File: src/usb_evt_pkg.sv
// constants for the usb event and mode control block
// What this block does
// endpoint enable bits gate endpoint interrupts
// forwarding bit set lets bus reset reset cpu
// mode 000 floats regulator and pins
// mode 001 regulator high, pins open-drain
// mode 01x regulator on, pins usb data
// modes 100-111 leave open-drain pins floating
// resume sets resume flag and wakes cpu
// leaving suspend clears suspend then resume
// firmware enables clock, clears current reduce
// engine alone sets and clears bus reset flag
// remote wake command pulses wake to host
// suspend flag set on suspend, rising edge interrupts
// endpoint access sets flag, interrupts if enabled
// firmware clears endpoint flag after service
package usb_evt_pkg;
  // -------------------------------------------------------------
  // register byte offsets
  // -------------------------------------------------------------
  localparam logic [7:0] OFS_EP_IRQ_ENABLE = 8'h00;
  localparam logic [7:0] OFS_MODE_EVENT = 8'h04;
  localparam logic [7:0] OFS_EP_REQUEST = 8'h08;
  localparam logic [7:0] OFS_CLOCK_CTRL = 8'h0C;
  localparam logic [7:0] OFS_IRQ_STATUS = 8'h10;
  localparam logic [7:0] OFS_IRQ_MASK = 8'h14;
  // -------------------------------------------------------------
  // mode/event control fields
  // -------------------------------------------------------------
  localparam int BIT_RESET_FWD = 7;
  localparam int BIT_MODE_HI = 6;
  localparam int BIT_MODE_LO = 4;
  localparam int BIT_RESUME = 3;
  localparam int BIT_BUS_RESET = 2;
  localparam int BIT_WAKE_CMD = 1;
  localparam int BIT_SUSPEND = 0;
  localparam logic [7:0] RST_MODE_EVENT = 8'h80;
  localparam logic [7:0] RST_EP_IRQ_ENABLE = 8'h00;
  localparam logic [7:0] RST_EP_REQUEST = 8'h00;
  // clock control: bit 1 clock enable, bit 0 current reduce
  localparam int BIT_CLK_EN = 1;
  localparam int BIT_CUR_RED = 0;
  localparam logic [1:0] RST_CLOCK_CTRL = 2'h0;
  // -------------------------------------------------------------
  // irq status layout
  // -------------------------------------------------------------
  localparam int IRQ_EP = 0;
  localparam int IRQ_BUS_RESET = 1;
  localparam int IRQ_SUSPEND = 2;
  localparam int IRQ_RESUME = 3;
  localparam int IRQ_W = 4;
  // -------------------------------------------------------------
  // pin modes
  // -------------------------------------------------------------
  localparam logic [2:0] MODE_NONE = 3'h0;
  localparam logic [2:0] MODE_OPEN_DRAIN = 3'h1;
  localparam logic [1:0] MODE_USB_TOP = 2'h1;
  // -------------------------------------------------------------
  // timing
  // -------------------------------------------------------------
  localparam int CLOCK_HZ = 10_000_000;
  localparam int WAKE_PULSE_US = 2;
  localparam int WAKE_PULSE_CYC = (CLOCK_HZ / 1_000_000) * WAKE_PULSE_US;
endpackage

File: src/usb_evt_edge.sv
// rising-edge pulse detector for one event level
`timescale 1ns/1ns
module usb_evt_edge
(
  input wire logic i_clk,
  input wire logic i_rst,
  input wire logic i_ce,
  input wire logic i_level,
  output logic o_rise
);
  logic level_q;

  always_ff @(posedge i_clk)
  begin
    if (i_rst)
      level_q <= 1'b0;
    else if (i_ce)
      level_q <= i_level;
  end

  assign o_rise = i_ce && i_level && !level_q;
endmodule

File: src/usb_evt_pins.sv
// pin mode decode for regulator and the two shared pins
`timescale 1ns/1ns
module usb_evt_pins
(
  input wire logic [2:0] i_mode,
  input wire logic [1:0] i_od_data,
  output logic o_reg_en,
  output logic o_reg_tie_high,
  output logic o_usb_mode,
  output logic [1:0] o_od_drive_n,
  output logic [1:0] o_pullup_en
);
  always_comb
  begin
    o_reg_en = 1'b0;
    o_reg_tie_high = 1'b0;
    o_usb_mode = 1'b0;
    o_od_drive_n = 2'h3;
    o_pullup_en = 2'h0;
    if (i_mode == usb_evt_pkg::MODE_NONE)
    begin
      o_od_drive_n = 2'h3;
    end
    else if (i_mode == usb_evt_pkg::MODE_OPEN_DRAIN)
    begin
      o_reg_tie_high = 1'b1;
      o_pullup_en = 2'h3;
      o_od_drive_n = i_od_data;
    end
    else if (i_mode[2:1] == usb_evt_pkg::MODE_USB_TOP)
    begin
      o_reg_en = 1'b1;
      o_usb_mode = 1'b1;
    end
    else
    begin
      o_od_drive_n = 2'h3;
    end
  end
endmodule

File: src/usb_sie_event_control.sv
// usb engine event, mode and endpoint request control with apb registers
//
// The placing of the registers and register access over APB were left to the implementer.
`timescale 1ns/1ns
module usb_sie_event_control
#(
  parameter int NUM_EP = 8
)
(
  // clock, reset, enable
  input wire logic I_CLOCK,
  input wire logic I_SYS_RST,
  input wire logic I_CE,
  // apb slave
  input wire logic I_PSEL,
  input wire logic I_PENABLE,
  input wire logic I_PWRITE,
  input wire logic [7:0] I_PADDR,
  input wire logic [31:0] I_PWDATA,
  output logic [31:0] O_PRDATA,
  output logic O_PREADY,
  output logic O_PSLVERR,
  // bus events from the serial engine
  input wire logic [NUM_EP-1:0] I_EP_ACCESS,
  input wire logic I_BUS_RESET_DET,
  input wire logic I_SUSPEND_DET,
  input wire logic I_RESUME_DET,
  input wire logic I_STACK_FULL,
  // data for open-drain mode pins
  input wire logic [1:0] I_OD_DATA,
  // pins, regulator and clock control
  output logic O_REG_EN,
  output logic O_REG_TIE_HIGH,
  output logic O_USB_MODE,
  output logic O_OD_A_OE_N,
  output logic O_OD_B_OE_N,
  output logic [1:0] O_PULLUP_EN,
  output logic O_USB_CLK_EN,
  output logic O_SUSPEND_FLAG_CUR_REDUCE,
  // system effects
  output logic O_CPU_RESET,
  output logic O_REMOTE_WAKE,
  output logic O_WAKE_CPU,
  output logic O_USB_IRQ,
  output logic O_IRQ
);
  logic [7:0] ep_irq_enable_q;
  logic [7:0] mode_ctrl_q;
  logic [NUM_EP-1:0] endpoint_request_flags_q;
  logic [1:0] clk_ctrl_q;
  logic bus_reset_flag_q;
  logic suspend_flag_q;
  logic resume_flag_q;
  logic [usb_evt_pkg::IRQ_W-1:0] irq_status_q;
  logic [usb_evt_pkg::IRQ_W-1:0] irq_mask_q;
  logic [7:0] wake_cnt_q;
  logic wr_en;
  logic rd_en;
  logic mapped;
  logic suspend_flag_rise;
  logic rst_rise;
  logic res_rise;
  logic ep_irq;
  logic reg_en;
  logic reg_tie;
  logic usb_mode;
  logic [1:0] od_n;
  logic [1:0] pull_en;
  logic [31:0] rd_data;
  logic [2:0] pin_mode;

  // act once per transfer, in the first access cycle, so the wake strobe and the
  // read clear are not applied a second time in the ready cycle
  assign wr_en = I_CE && I_PSEL && I_PENABLE && !O_PREADY && I_PWRITE;
  assign rd_en = I_CE && I_PSEL && I_PENABLE && !O_PREADY && !I_PWRITE;
  assign pin_mode = mode_ctrl_q[usb_evt_pkg::BIT_MODE_HI:usb_evt_pkg::BIT_MODE_LO];

  // -------------------------------------------------------------
  // edge detectors
  // -------------------------------------------------------------
  usb_evt_edge u_suspend_flag_edge
  (
    .i_clk(I_CLOCK),
    .i_rst(I_SYS_RST),
    .i_ce(I_CE),
    .i_level(suspend_flag_q),
    .o_rise(suspend_flag_rise)
  );

  usb_evt_edge u_rst_edge
  (
    .i_clk(I_CLOCK),
    .i_rst(I_SYS_RST),
    .i_ce(I_CE),
    .i_level(I_BUS_RESET_DET),
    .o_rise(rst_rise)
  );

  usb_evt_edge u_res_edge
  (
    .i_clk(I_CLOCK),
    .i_rst(I_SYS_RST),
    .i_ce(I_CE),
    .i_level(I_RESUME_DET),
    .o_rise(res_rise)
  );

  usb_evt_pins u_pins
  (
    .i_mode(pin_mode),
    .i_od_data(I_OD_DATA),
    .o_reg_en(reg_en),
    .o_reg_tie_high(reg_tie),
    .o_usb_mode(usb_mode),
    .o_od_drive_n(od_n),
    .o_pullup_en(pull_en)
  );

  // -------------------------------------------------------------
  // software registers
  // -------------------------------------------------------------
  always_ff @(posedge I_CLOCK)
  begin
    if (I_SYS_RST)
    begin
      ep_irq_enable_q <= usb_evt_pkg::RST_EP_IRQ_ENABLE;
      mode_ctrl_q <= usb_evt_pkg::RST_MODE_EVENT;
      clk_ctrl_q <= usb_evt_pkg::RST_CLOCK_CTRL;
      irq_mask_q <= '0;
    end
    else if (wr_en)
    begin
      case (I_PADDR)
        usb_evt_pkg::OFS_EP_IRQ_ENABLE: ep_irq_enable_q <= I_PWDATA[7:0];
        usb_evt_pkg::OFS_MODE_EVENT: mode_ctrl_q <= I_PWDATA[7:0];
        usb_evt_pkg::OFS_CLOCK_CTRL: clk_ctrl_q <= I_PWDATA[1:0];
        usb_evt_pkg::OFS_IRQ_MASK: irq_mask_q <= I_PWDATA[usb_evt_pkg::IRQ_W-1:0];
        default: ;
      endcase
    end
  end

  // -------------------------------------------------------------
  // endpoint request flags: set wins over software clear
  // -------------------------------------------------------------
  always_ff @(posedge I_CLOCK)
  begin
    if (I_SYS_RST)
      endpoint_request_flags_q <= usb_evt_pkg::RST_EP_REQUEST;
    else if (I_CE)
    begin
      if (wr_en && I_PADDR == usb_evt_pkg::OFS_EP_REQUEST)
        endpoint_request_flags_q <= I_PWDATA[NUM_EP-1:0] | I_EP_ACCESS;
      else
        endpoint_request_flags_q <= endpoint_request_flags_q | I_EP_ACCESS;
    end
  end

  // -------------------------------------------------------------
  // engine-owned status flags
  // -------------------------------------------------------------
  always_ff @(posedge I_CLOCK)
  begin
    if (I_SYS_RST)
    begin
      bus_reset_flag_q <= 1'b0;
      suspend_flag_q <= 1'b0;
      resume_flag_q <= 1'b0;
    end
    else if (I_CE)
    begin
      bus_reset_flag_q <= I_BUS_RESET_DET;
      suspend_flag_q <= I_SUSPEND_DET;
      // resume clears only once suspend is already low
      if (I_RESUME_DET)
        resume_flag_q <= 1'b1;
      else if (!suspend_flag_q && !I_SUSPEND_DET)
        resume_flag_q <= 1'b0;
    end
  end

  // -------------------------------------------------------------
  // remote wake pulse
  // -------------------------------------------------------------
  always_ff @(posedge I_CLOCK)
  begin
    if (I_SYS_RST)
      wake_cnt_q <= '0;
    else if (I_CE)
    begin
      if (wr_en && I_PADDR == usb_evt_pkg::OFS_MODE_EVENT && I_PWDATA[usb_evt_pkg::BIT_WAKE_CMD])
        wake_cnt_q <= 8'(usb_evt_pkg::WAKE_PULSE_CYC);
      else if (wake_cnt_q != '0)
        wake_cnt_q <= wake_cnt_q - 8'h01;
    end
  end

  // -------------------------------------------------------------
  // interrupt status: set wins over read clear
  // -------------------------------------------------------------
  logic [usb_evt_pkg::IRQ_W-1:0] irq_set;
  always_comb
  begin
    irq_set = '0;
    irq_set[usb_evt_pkg::IRQ_EP] = |(I_EP_ACCESS & ep_irq_enable_q[NUM_EP-1:0]);
    irq_set[usb_evt_pkg::IRQ_BUS_RESET] = rst_rise;
    irq_set[usb_evt_pkg::IRQ_SUSPEND] = suspend_flag_rise;
    irq_set[usb_evt_pkg::IRQ_RESUME] = res_rise;
  end

  always_ff @(posedge I_CLOCK)
  begin
    if (I_SYS_RST)
      irq_status_q <= '0;
    else if (I_CE)
    begin
      if (rd_en && I_PADDR == usb_evt_pkg::OFS_IRQ_STATUS)
        irq_status_q <= irq_set;
      else
        irq_status_q <= irq_status_q | irq_set;
    end
  end

  assign ep_irq = |(endpoint_request_flags_q & ep_irq_enable_q[NUM_EP-1:0]) && !I_STACK_FULL;

  // -------------------------------------------------------------
  // read mux
  // -------------------------------------------------------------
  always_comb
  begin
    rd_data = '0;
    mapped = 1'b1;
    case (I_PADDR)
      usb_evt_pkg::OFS_EP_IRQ_ENABLE: rd_data[7:0] = ep_irq_enable_q;
      usb_evt_pkg::OFS_MODE_EVENT:
      begin
        rd_data[usb_evt_pkg::BIT_RESET_FWD] = mode_ctrl_q[usb_evt_pkg::BIT_RESET_FWD];
        rd_data[usb_evt_pkg::BIT_MODE_HI:usb_evt_pkg::BIT_MODE_LO] = pin_mode;
        rd_data[usb_evt_pkg::BIT_RESUME] = resume_flag_q;
        rd_data[usb_evt_pkg::BIT_BUS_RESET] = bus_reset_flag_q;
        rd_data[usb_evt_pkg::BIT_WAKE_CMD] = (wake_cnt_q != '0);
        rd_data[usb_evt_pkg::BIT_SUSPEND] = suspend_flag_q;
      end
      usb_evt_pkg::OFS_EP_REQUEST: rd_data[NUM_EP-1:0] = endpoint_request_flags_q;
      usb_evt_pkg::OFS_CLOCK_CTRL: rd_data[1:0] = clk_ctrl_q;
      usb_evt_pkg::OFS_IRQ_STATUS: rd_data[usb_evt_pkg::IRQ_W-1:0] = irq_status_q;
      usb_evt_pkg::OFS_IRQ_MASK: rd_data[usb_evt_pkg::IRQ_W-1:0] = irq_mask_q;
      default: mapped = 1'b0;
    endcase
  end

  // -------------------------------------------------------------
  // registered outputs
  // -------------------------------------------------------------
  always_ff @(posedge I_CLOCK)
  begin
    if (I_SYS_RST)
    begin
      O_PRDATA <= '0;
      O_PREADY <= 1'b0;
      O_PSLVERR <= 1'b0;
    end
    else if (I_CE)
    begin
      // one wait state: ready rises in the second access cycle
      O_PREADY <= I_PSEL && I_PENABLE && !O_PREADY;
      O_PSLVERR <= I_PSEL && I_PENABLE && !O_PREADY && !mapped;
      O_PRDATA <= (I_PSEL && !I_PWRITE) ? rd_data : '0;
    end
  end

  always_ff @(posedge I_CLOCK)
  begin
    if (I_SYS_RST)
    begin
      O_REG_EN <= 1'b0;
      O_REG_TIE_HIGH <= 1'b0;
      O_USB_MODE <= 1'b0;
      O_OD_A_OE_N <= 1'b1;
      O_OD_B_OE_N <= 1'b1;
      O_PULLUP_EN <= 2'h0;
      O_USB_CLK_EN <= 1'b0;
      O_SUSPEND_FLAG_CUR_REDUCE <= 1'b0;
      O_CPU_RESET <= 1'b0;
      O_REMOTE_WAKE <= 1'b0;
      O_WAKE_CPU <= 1'b0;
      O_USB_IRQ <= 1'b0;
      O_IRQ <= 1'b0;
    end
    else if (I_CE)
    begin
      O_REG_EN <= reg_en;
      O_REG_TIE_HIGH <= reg_tie;
      O_USB_MODE <= usb_mode;
      O_OD_A_OE_N <= od_n[0];
      O_OD_B_OE_N <= od_n[1];
      O_PULLUP_EN <= pull_en;
      O_USB_CLK_EN <= clk_ctrl_q[usb_evt_pkg::BIT_CLK_EN];
      O_SUSPEND_FLAG_CUR_REDUCE <= clk_ctrl_q[usb_evt_pkg::BIT_CUR_RED];
      O_CPU_RESET <= mode_ctrl_q[usb_evt_pkg::BIT_RESET_FWD] && I_BUS_RESET_DET;
      O_REMOTE_WAKE <= (wake_cnt_q != '0);
      O_WAKE_CPU <= irq_status_q[usb_evt_pkg::IRQ_RESUME];
      O_USB_IRQ <= ep_irq || bus_reset_flag_q;
      O_IRQ <= |(irq_status_q & irq_mask_q);
    end
  end
endmodule
File: config.mk
export PLATFORM = sky130hd
export DESIGN_NAME = usb_sie_event_control
export DESIGN_NICKNAME = d
export VERILOG_FILES = /design/src/usb_evt_pkg.sv /design/src/usb_evt_edge.sv /design/src/usb_evt_pins.sv /design/src/usb_sie_event_control.sv
export SDC_FILE = /design/constraint.sdc
export NUM_CORES = 1
export LEC_CHECK = 0
export ABC_CLOCK_PERIOD_IN_PS = 2300
export BUFFER_PORTS_ARGS = -buffer_cell sky130_fd_sc_hd__buf_2
export CAP_MARGIN = 20
export CELL_PAD_IN_SITES_DETAIL_PLACEMENT = 0
export CELL_PAD_IN_SITES_GLOBAL_PLACEMENT = 1
export CORE_ASPECT_RATIO = 1.4
export CORE_MARGIN = 1.5
export CORE_UTILIZATION = 30
export CTS_CLUSTER_DIAMETER = 80
export DETAILED_ROUTE_END_ITERATION = 10
export PLACE_DENSITY = 0.76
export SETUP_SLACK_MARGIN = 0.15
export SYNTH_ARGS = -nofsm -noshare
export SYNTH_HDL_FRONTEND = slang
export SYNTH_SLANG_ARGS = --single-unit
File: constraint.sdc
create_clock -name I_CLOCK -period 2.3 [get_ports I_CLOCK]
set_input_delay 0.345 -clock I_CLOCK [delete_from_list [all_inputs] [get_ports I_CLOCK]]
set_output_delay 0.345 -clock I_CLOCK [all_outputs]
set_load 0.05 [all_outputs]
Yosys cells after proc, flatten, opt, wreduce, memory -nomap -nowiden. Cells that the tools add are included.

Register bits after elaboration: 94. Word-level logic and storage cells: 108. Output and inout port bits: 48.

Equality and inequality tests: 7. Muxes and demuxes: 20. Bitwise gates (word level): 6. Add/subtract/negate cells: 1. Reductions and logical operators: 47.

Operators by type and width (number): 8-bit 2-to-1 mux (4); 1-bit logical AND (22); 8-bit AND (2); 8-bit by 4-bit equality test with 1-bit output (second input constant) (2); 8-bit by 5-bit equality test with 1-bit output (second input constant) (2); 8-bit OR (2); 8-bit OR reduction (2); 2-bit one-hot mux with 6 select lines (1); 4-bit one-hot mux with 3 select lines (1); 2-bit AND reduction (6); 2-bit one-hot mux with 5 select lines (1); 1-bit zero test (9); 8-bit by 3-bit equality test with 1-bit output (second input constant) (1); 8-bit zero test (1); 1-bit 2-to-1 mux (8); 2-bit 2-to-1 mux (4); 8-bit nonzero test (1); 8-bit by 1-bit subtractor with 8-bit output (second input constant) (1); 6-bit OR reduction (1); 4-bit AND (1); 4-bit 2-to-1 mux (1); 4-bit OR (1); 2-bit nonzero test (2); 4-bit OR reduction (1); other kinds (4) (4).

Logic depth before layout (Yosys ltp).
Depth in word-level cells: 8. Gate-level depth with buffers: 6.

Cells and area by module. Synthesis repeated with hierarchy kept, for this count alone.

Cells, all modules: 360. Area, all modules: 3369.5 µm².

By module, submodules not included: usb_sie_event_control (instances 1, area each 3185.6 µm², cells an instance 338); usb_evt_edge (instances 3, area each 42.5 µm², cells an instance 5); usb_evt_pins (instances 1, area each 56.3 µm², cells an instance 7).

Least setup slack after synthesis. OpenSTA, ideal clock, no wires.

Kind: flip-flop to flip-flop. From: reg O_PREADY. To: reg ep_irq_enable_q[0]. Library setup time: 0.128 ns. Path slack: 0.338 ns. Required time: 2.172 ns. Arrival time: 1.835 ns. Cell stages (with the launch flop): 6. Path through: dfxtp_1 > nand4b_1 > or4_4 > buf_6 > mux2i_1 > nor2_1.

Word-level cells in the longest chain between the ends: 4.

RTL lines: from (decl) (RTL line usb_sie_event_control.sv:21) `output logic O_PREADY,`; from (signal assigned) (RTL line usb_sie_event_control.sv:266) `O_PREADY <= I_PSEL && I_PENABLE && !O_PREADY;`; 1-bit zero test (RTL line usb_sie_event_control.sv:74) `assign wr_en = I_CE && I_PSEL && I_PENABLE && !O_PREADY && I_PWRITE;`; 1-bit logical AND (2 in series) (RTL line usb_sie_event_control.sv:74); 2-bit AND reduction (no source line); to (signal assigned) (RTL line usb_sie_event_control.sv:126) `ep_irq_enable_q <= usb_evt_pkg::RST_EP_IRQ_ENABLE;`; to (signal assigned) (RTL line usb_sie_event_control.sv:134) `usb_evt_pkg::OFS_EP_IRQ_ENABLE: ep_irq_enable_q <= I_PWDATA[7:0];`; to (decl) (RTL line usb_sie_event_control.sv:47) `logic [7:0] ep_irq_enable_q;`.

No other way between the ends. A chain may end at the register's enable or synchronous reset.

Final worst setup path.
From: reg O_PREADY. To: reg wake_cnt_q[5].

Word-level cells in the longest chain between the ends: 7.

RTL lines: 1-bit zero test (*) (RTL line usb_sie_event_control.sv:74); 1-bit logical AND (*) (2 in series) (RTL line usb_sie_event_control.sv:74); 1-bit logical AND (*) (2 in series) (RTL line usb_sie_event_control.sv:191) `if (wr_en && I_PADDR == usb_evt_pkg::OFS_MODE_EVENT && I_PWDATA[usb_evt_pkg::BIT_WAKE_CMD])`; 2-bit nonzero test (no source line); 2-bit AND reduction (no source line); to (signal assigned) (RTL line usb_sie_event_control.sv:192) `wake_cnt_q <= 8'(usb_evt_pkg::WAKE_PULSE_CYC);`; to (signal assigned) (RTL line usb_sie_event_control.sv:194) `wake_cnt_q <= wake_cnt_q - 8'h01;`; to (decl) (RTL line usb_sie_event_control.sv:56) `logic [7:0] wake_cnt_q;`.

Every way passes the cells marked *; elsewhere a longest branch is shown, timed or not.

==> reports/metrics.yaml <==
clocking:
  clk_pin_slew_ns: 0.05
  htreeDepth: 3
  clock_sinks: 64
  cts_inserted_buffers: 9
  clk_path_buf_depth: 2
  cts_root_buffer: "clkbuf_16"
  cts_tree: "built"
  postCtsSetupBuffers: 0
  cts_resized: 0
  ctsHoldBuffers: 0
  clkLatencyLatePin_ns: 0.33
detailed_routing:
  drt_iter0_drc: 137
  wl_um: 8120
  wl_per_cell_um: 14.8
  drc: 0
  final_antenna_net_count: 0
  via_count: 2694
  drt-pass1-iter-count: 4
  viasPerCell: 4.92
yosys:
  synth_top_area_frac: 0.401
  syn_inst: 349
  yosys.area.top_type: "dfxtp_1"
  ys_ff_latch: 64
  async_reset_ff_frac: 0
  synth-edff-count: 0
  yosysWarnings: 0
  post_synth_main_area_contributors: "dfxtp_1 40%, mux2i_1 11%, buf_4 6.3%"
  seq_area_frac_synth: 0.401
  yosys.cell_count.top_type: "dfxtp_1"
  synth_ff_type: "dfxtp_1"
  synth_common_cells: "64 x dfxtp_1, 38 x nor2_1, 36 x mux2i_1"
  syn_avg_cell_area_um2: 9.16
  syn_area_mm2: 0.00320
  yosysUniqueCellTypes: 53
critical_path:
  critPathTopFamily: "simple AND/OR/NAND/NOR gates"
  path_depth: 6
  critPathBufInv: 2
  r2r_cells: 6
  slowest_delay_ns: 0.32
  critPathLaunchType: "register"
  end_kind: "register"
  cpMostUsedCell: "buf_4"
  crit_chain: "nand4b_1 -> buf_4 -> nor4_4 -> buf_4 -> a21o_1 -> nor2_1"
  path_max_fanout: 6
  slowest_stage: "dfxtp_1"
  crit_type: "reg2reg"
  worstPathRequired_ns: 2.51
  arrival_ns: 2.00
sta:
  timing.final.ws_setup_ns: 0.512
  period_minus_slack_ns: 1.79
  tightest_slew_ns: 0.544
  slew_headroom: 0.634
  timing.final.crit_share: 0.777
  hold_violations: 0
  rsz0062_at_grt: "no"
  setup-tns-final_ns: 0
  maxSlewViolCount: 0
  finalSetupViolations: 0
  clock_skew_ns: 0.00752
  timing.fmax_ghz: 0.559
floorplan:
  start_util: 0.309
  die_h_um: 125
  core_area_mm2: 0.0103
  dieArea_mm2: 0.0113
  die_width_um: 90.3
  ioPinCount: 108
  row_count: 44
power:
  pwr_density_cell_mw_per_mm2: 872
  max-vdd-ir-drop_uv: 397
  p_leak_uw: 0.00167
global_routing:
  grt_max_degree: 35
  grt_pass1_wl_um: 13400
  grt_antenna_before_repair: 0
  grt-ovfl-total: 0
  grt_pass1_vias: 2653
  grtUsageTotal: 0.150
cells_and_area:
  utilization: 0.369
  final_cells: 548
  diodes: 0
  syn_to_final_growth_pct: 19.4
  num-fill-cells: 1078
  layout.nets: 467
  fin_area_mm2: 0.00382
  drive_gt1_frac: 0.217
hold_path:
  hp-class: "in2reg"
  hold_path_depth: 3
placement:
  dp.cells: 532
  gp_congestion: 0.773
  dp_slack_ns: 0.248
  io_buffer_count: 59
  dpl.hpwl_um: 6150
  placed_cell_area_mm2: 0.00354
flow_run:
  cap_violations: 0
run_status:
  status: "finished, final reports clean"
==> state kept, by name (all words and copies together), names as in the netlist, 2 cells and up <==
name / flops
O_PRDATA: 8
endpoint_request_flags_q: 8
ep_irq_enable_q: 8
wake_cnt_q: 8
irq_mask_q: 4
irq_status_q: 4
mode_ctrl_q: 4
clk_ctrl_q: 2
==> final cells by class <==
type | count | area (um2) | area share
clock buffers | 12 | 236 | 0.0619
clock inverters | 4 | 45.0 | 0.0118
inverters | 4 | 15.0 | 0.00393
multi-input cells | 257 | 1700 | 0.445
flip-flops and latches | 64 | 1280 | 0.336
well taps | 138 | 173 | 0.0452
repair buffers | 69 | 370 | 0.0970
==> routing by layer <==
| metal | track usage | up-vias | share of wire |
|---|---|---|---|
| met4 | 0.0570 | 0 | 0.0092 |
| met1 | 0.167 | 1300 | 0.40 |
| met3 | 0.0408 | 4 | 0.044 |
| met2 | 0.268 | 69 | 0.54 |
| li1 | - | 1321 | - |
| met5 | 0 | - | 0 |
==> logic make-up after synthesis <==
group | share of synthesized area
simple gates | 0.201
compound gates | 0.160
flops | 0.401
buf+inv | 0.0955
mux | 0.123
xor+xnor | 0.0110
fa+ha+maj | 0.00782
other cells | 0.00117
==> cells in the final DEF (no fill, tap or decap), types with 9 or more instances in the layout <==
| cell type | synthesis | layout |
|---|---|---|
| dfxtp_1 | 64 | 64 |
| buf_2 | 3 | 59 |
| nor2_1 | 38 | 38 |
| mux2i_1 | 36 | 36 |
| nand2_1 | 27 | 27 |
| conb_1 | 1 | 24 |
| a21oi_1 | 13 | 13 |
| nand2b_1 | 11 | 11 |
| a22oi_1 | 10 | 10 |
| buf_4 | 27 | 10 |
| clkbuf_16 | 0 | 9 |
==> worst reg2reg max path, cell delays in order (launching register included) <==
cell,delay (ns)
dfxtp_1,0.32
nand4b_1,0.32
buf_4,0.26
nor4_4,0.21
buf_4,0.23
a21o_1,0.26
nor2_1,0.08
==> per-stage QoR <==
stage	hold WS (ns)	power, uW
after floorplan	0.446	1900
after global placement	0.435	2030
after detailed placement	0.431	2050
after CTS	0.234	3360
after global routing	0.254	3500
final	0.240	3330
==> power breakdown <==
group	switching (uW)	total (uW)	internal, uW	leakage (uW)
sequential	84.2	1290	1200	0.000522
clock	463	1300	833	0.000140
combinational	470	746	275	0.00101
total	1020	3330	2310	0.00167
==> path summary, 6_finish.rpt <==
check          startpoint       endpoint  slack [ns]
max              O_PREADY  wake_cnt_q[5]        0.51
min reg2reg   O_PRDATA[0]    O_PRDATA[0]        0.43
max reg2reg      O_PREADY  wake_cnt_q[5]        0.51
min          I_OD_DATA[0]    O_OD_A_OE_N        0.24
No activity file was read; power rests on OpenSTA's default activity.
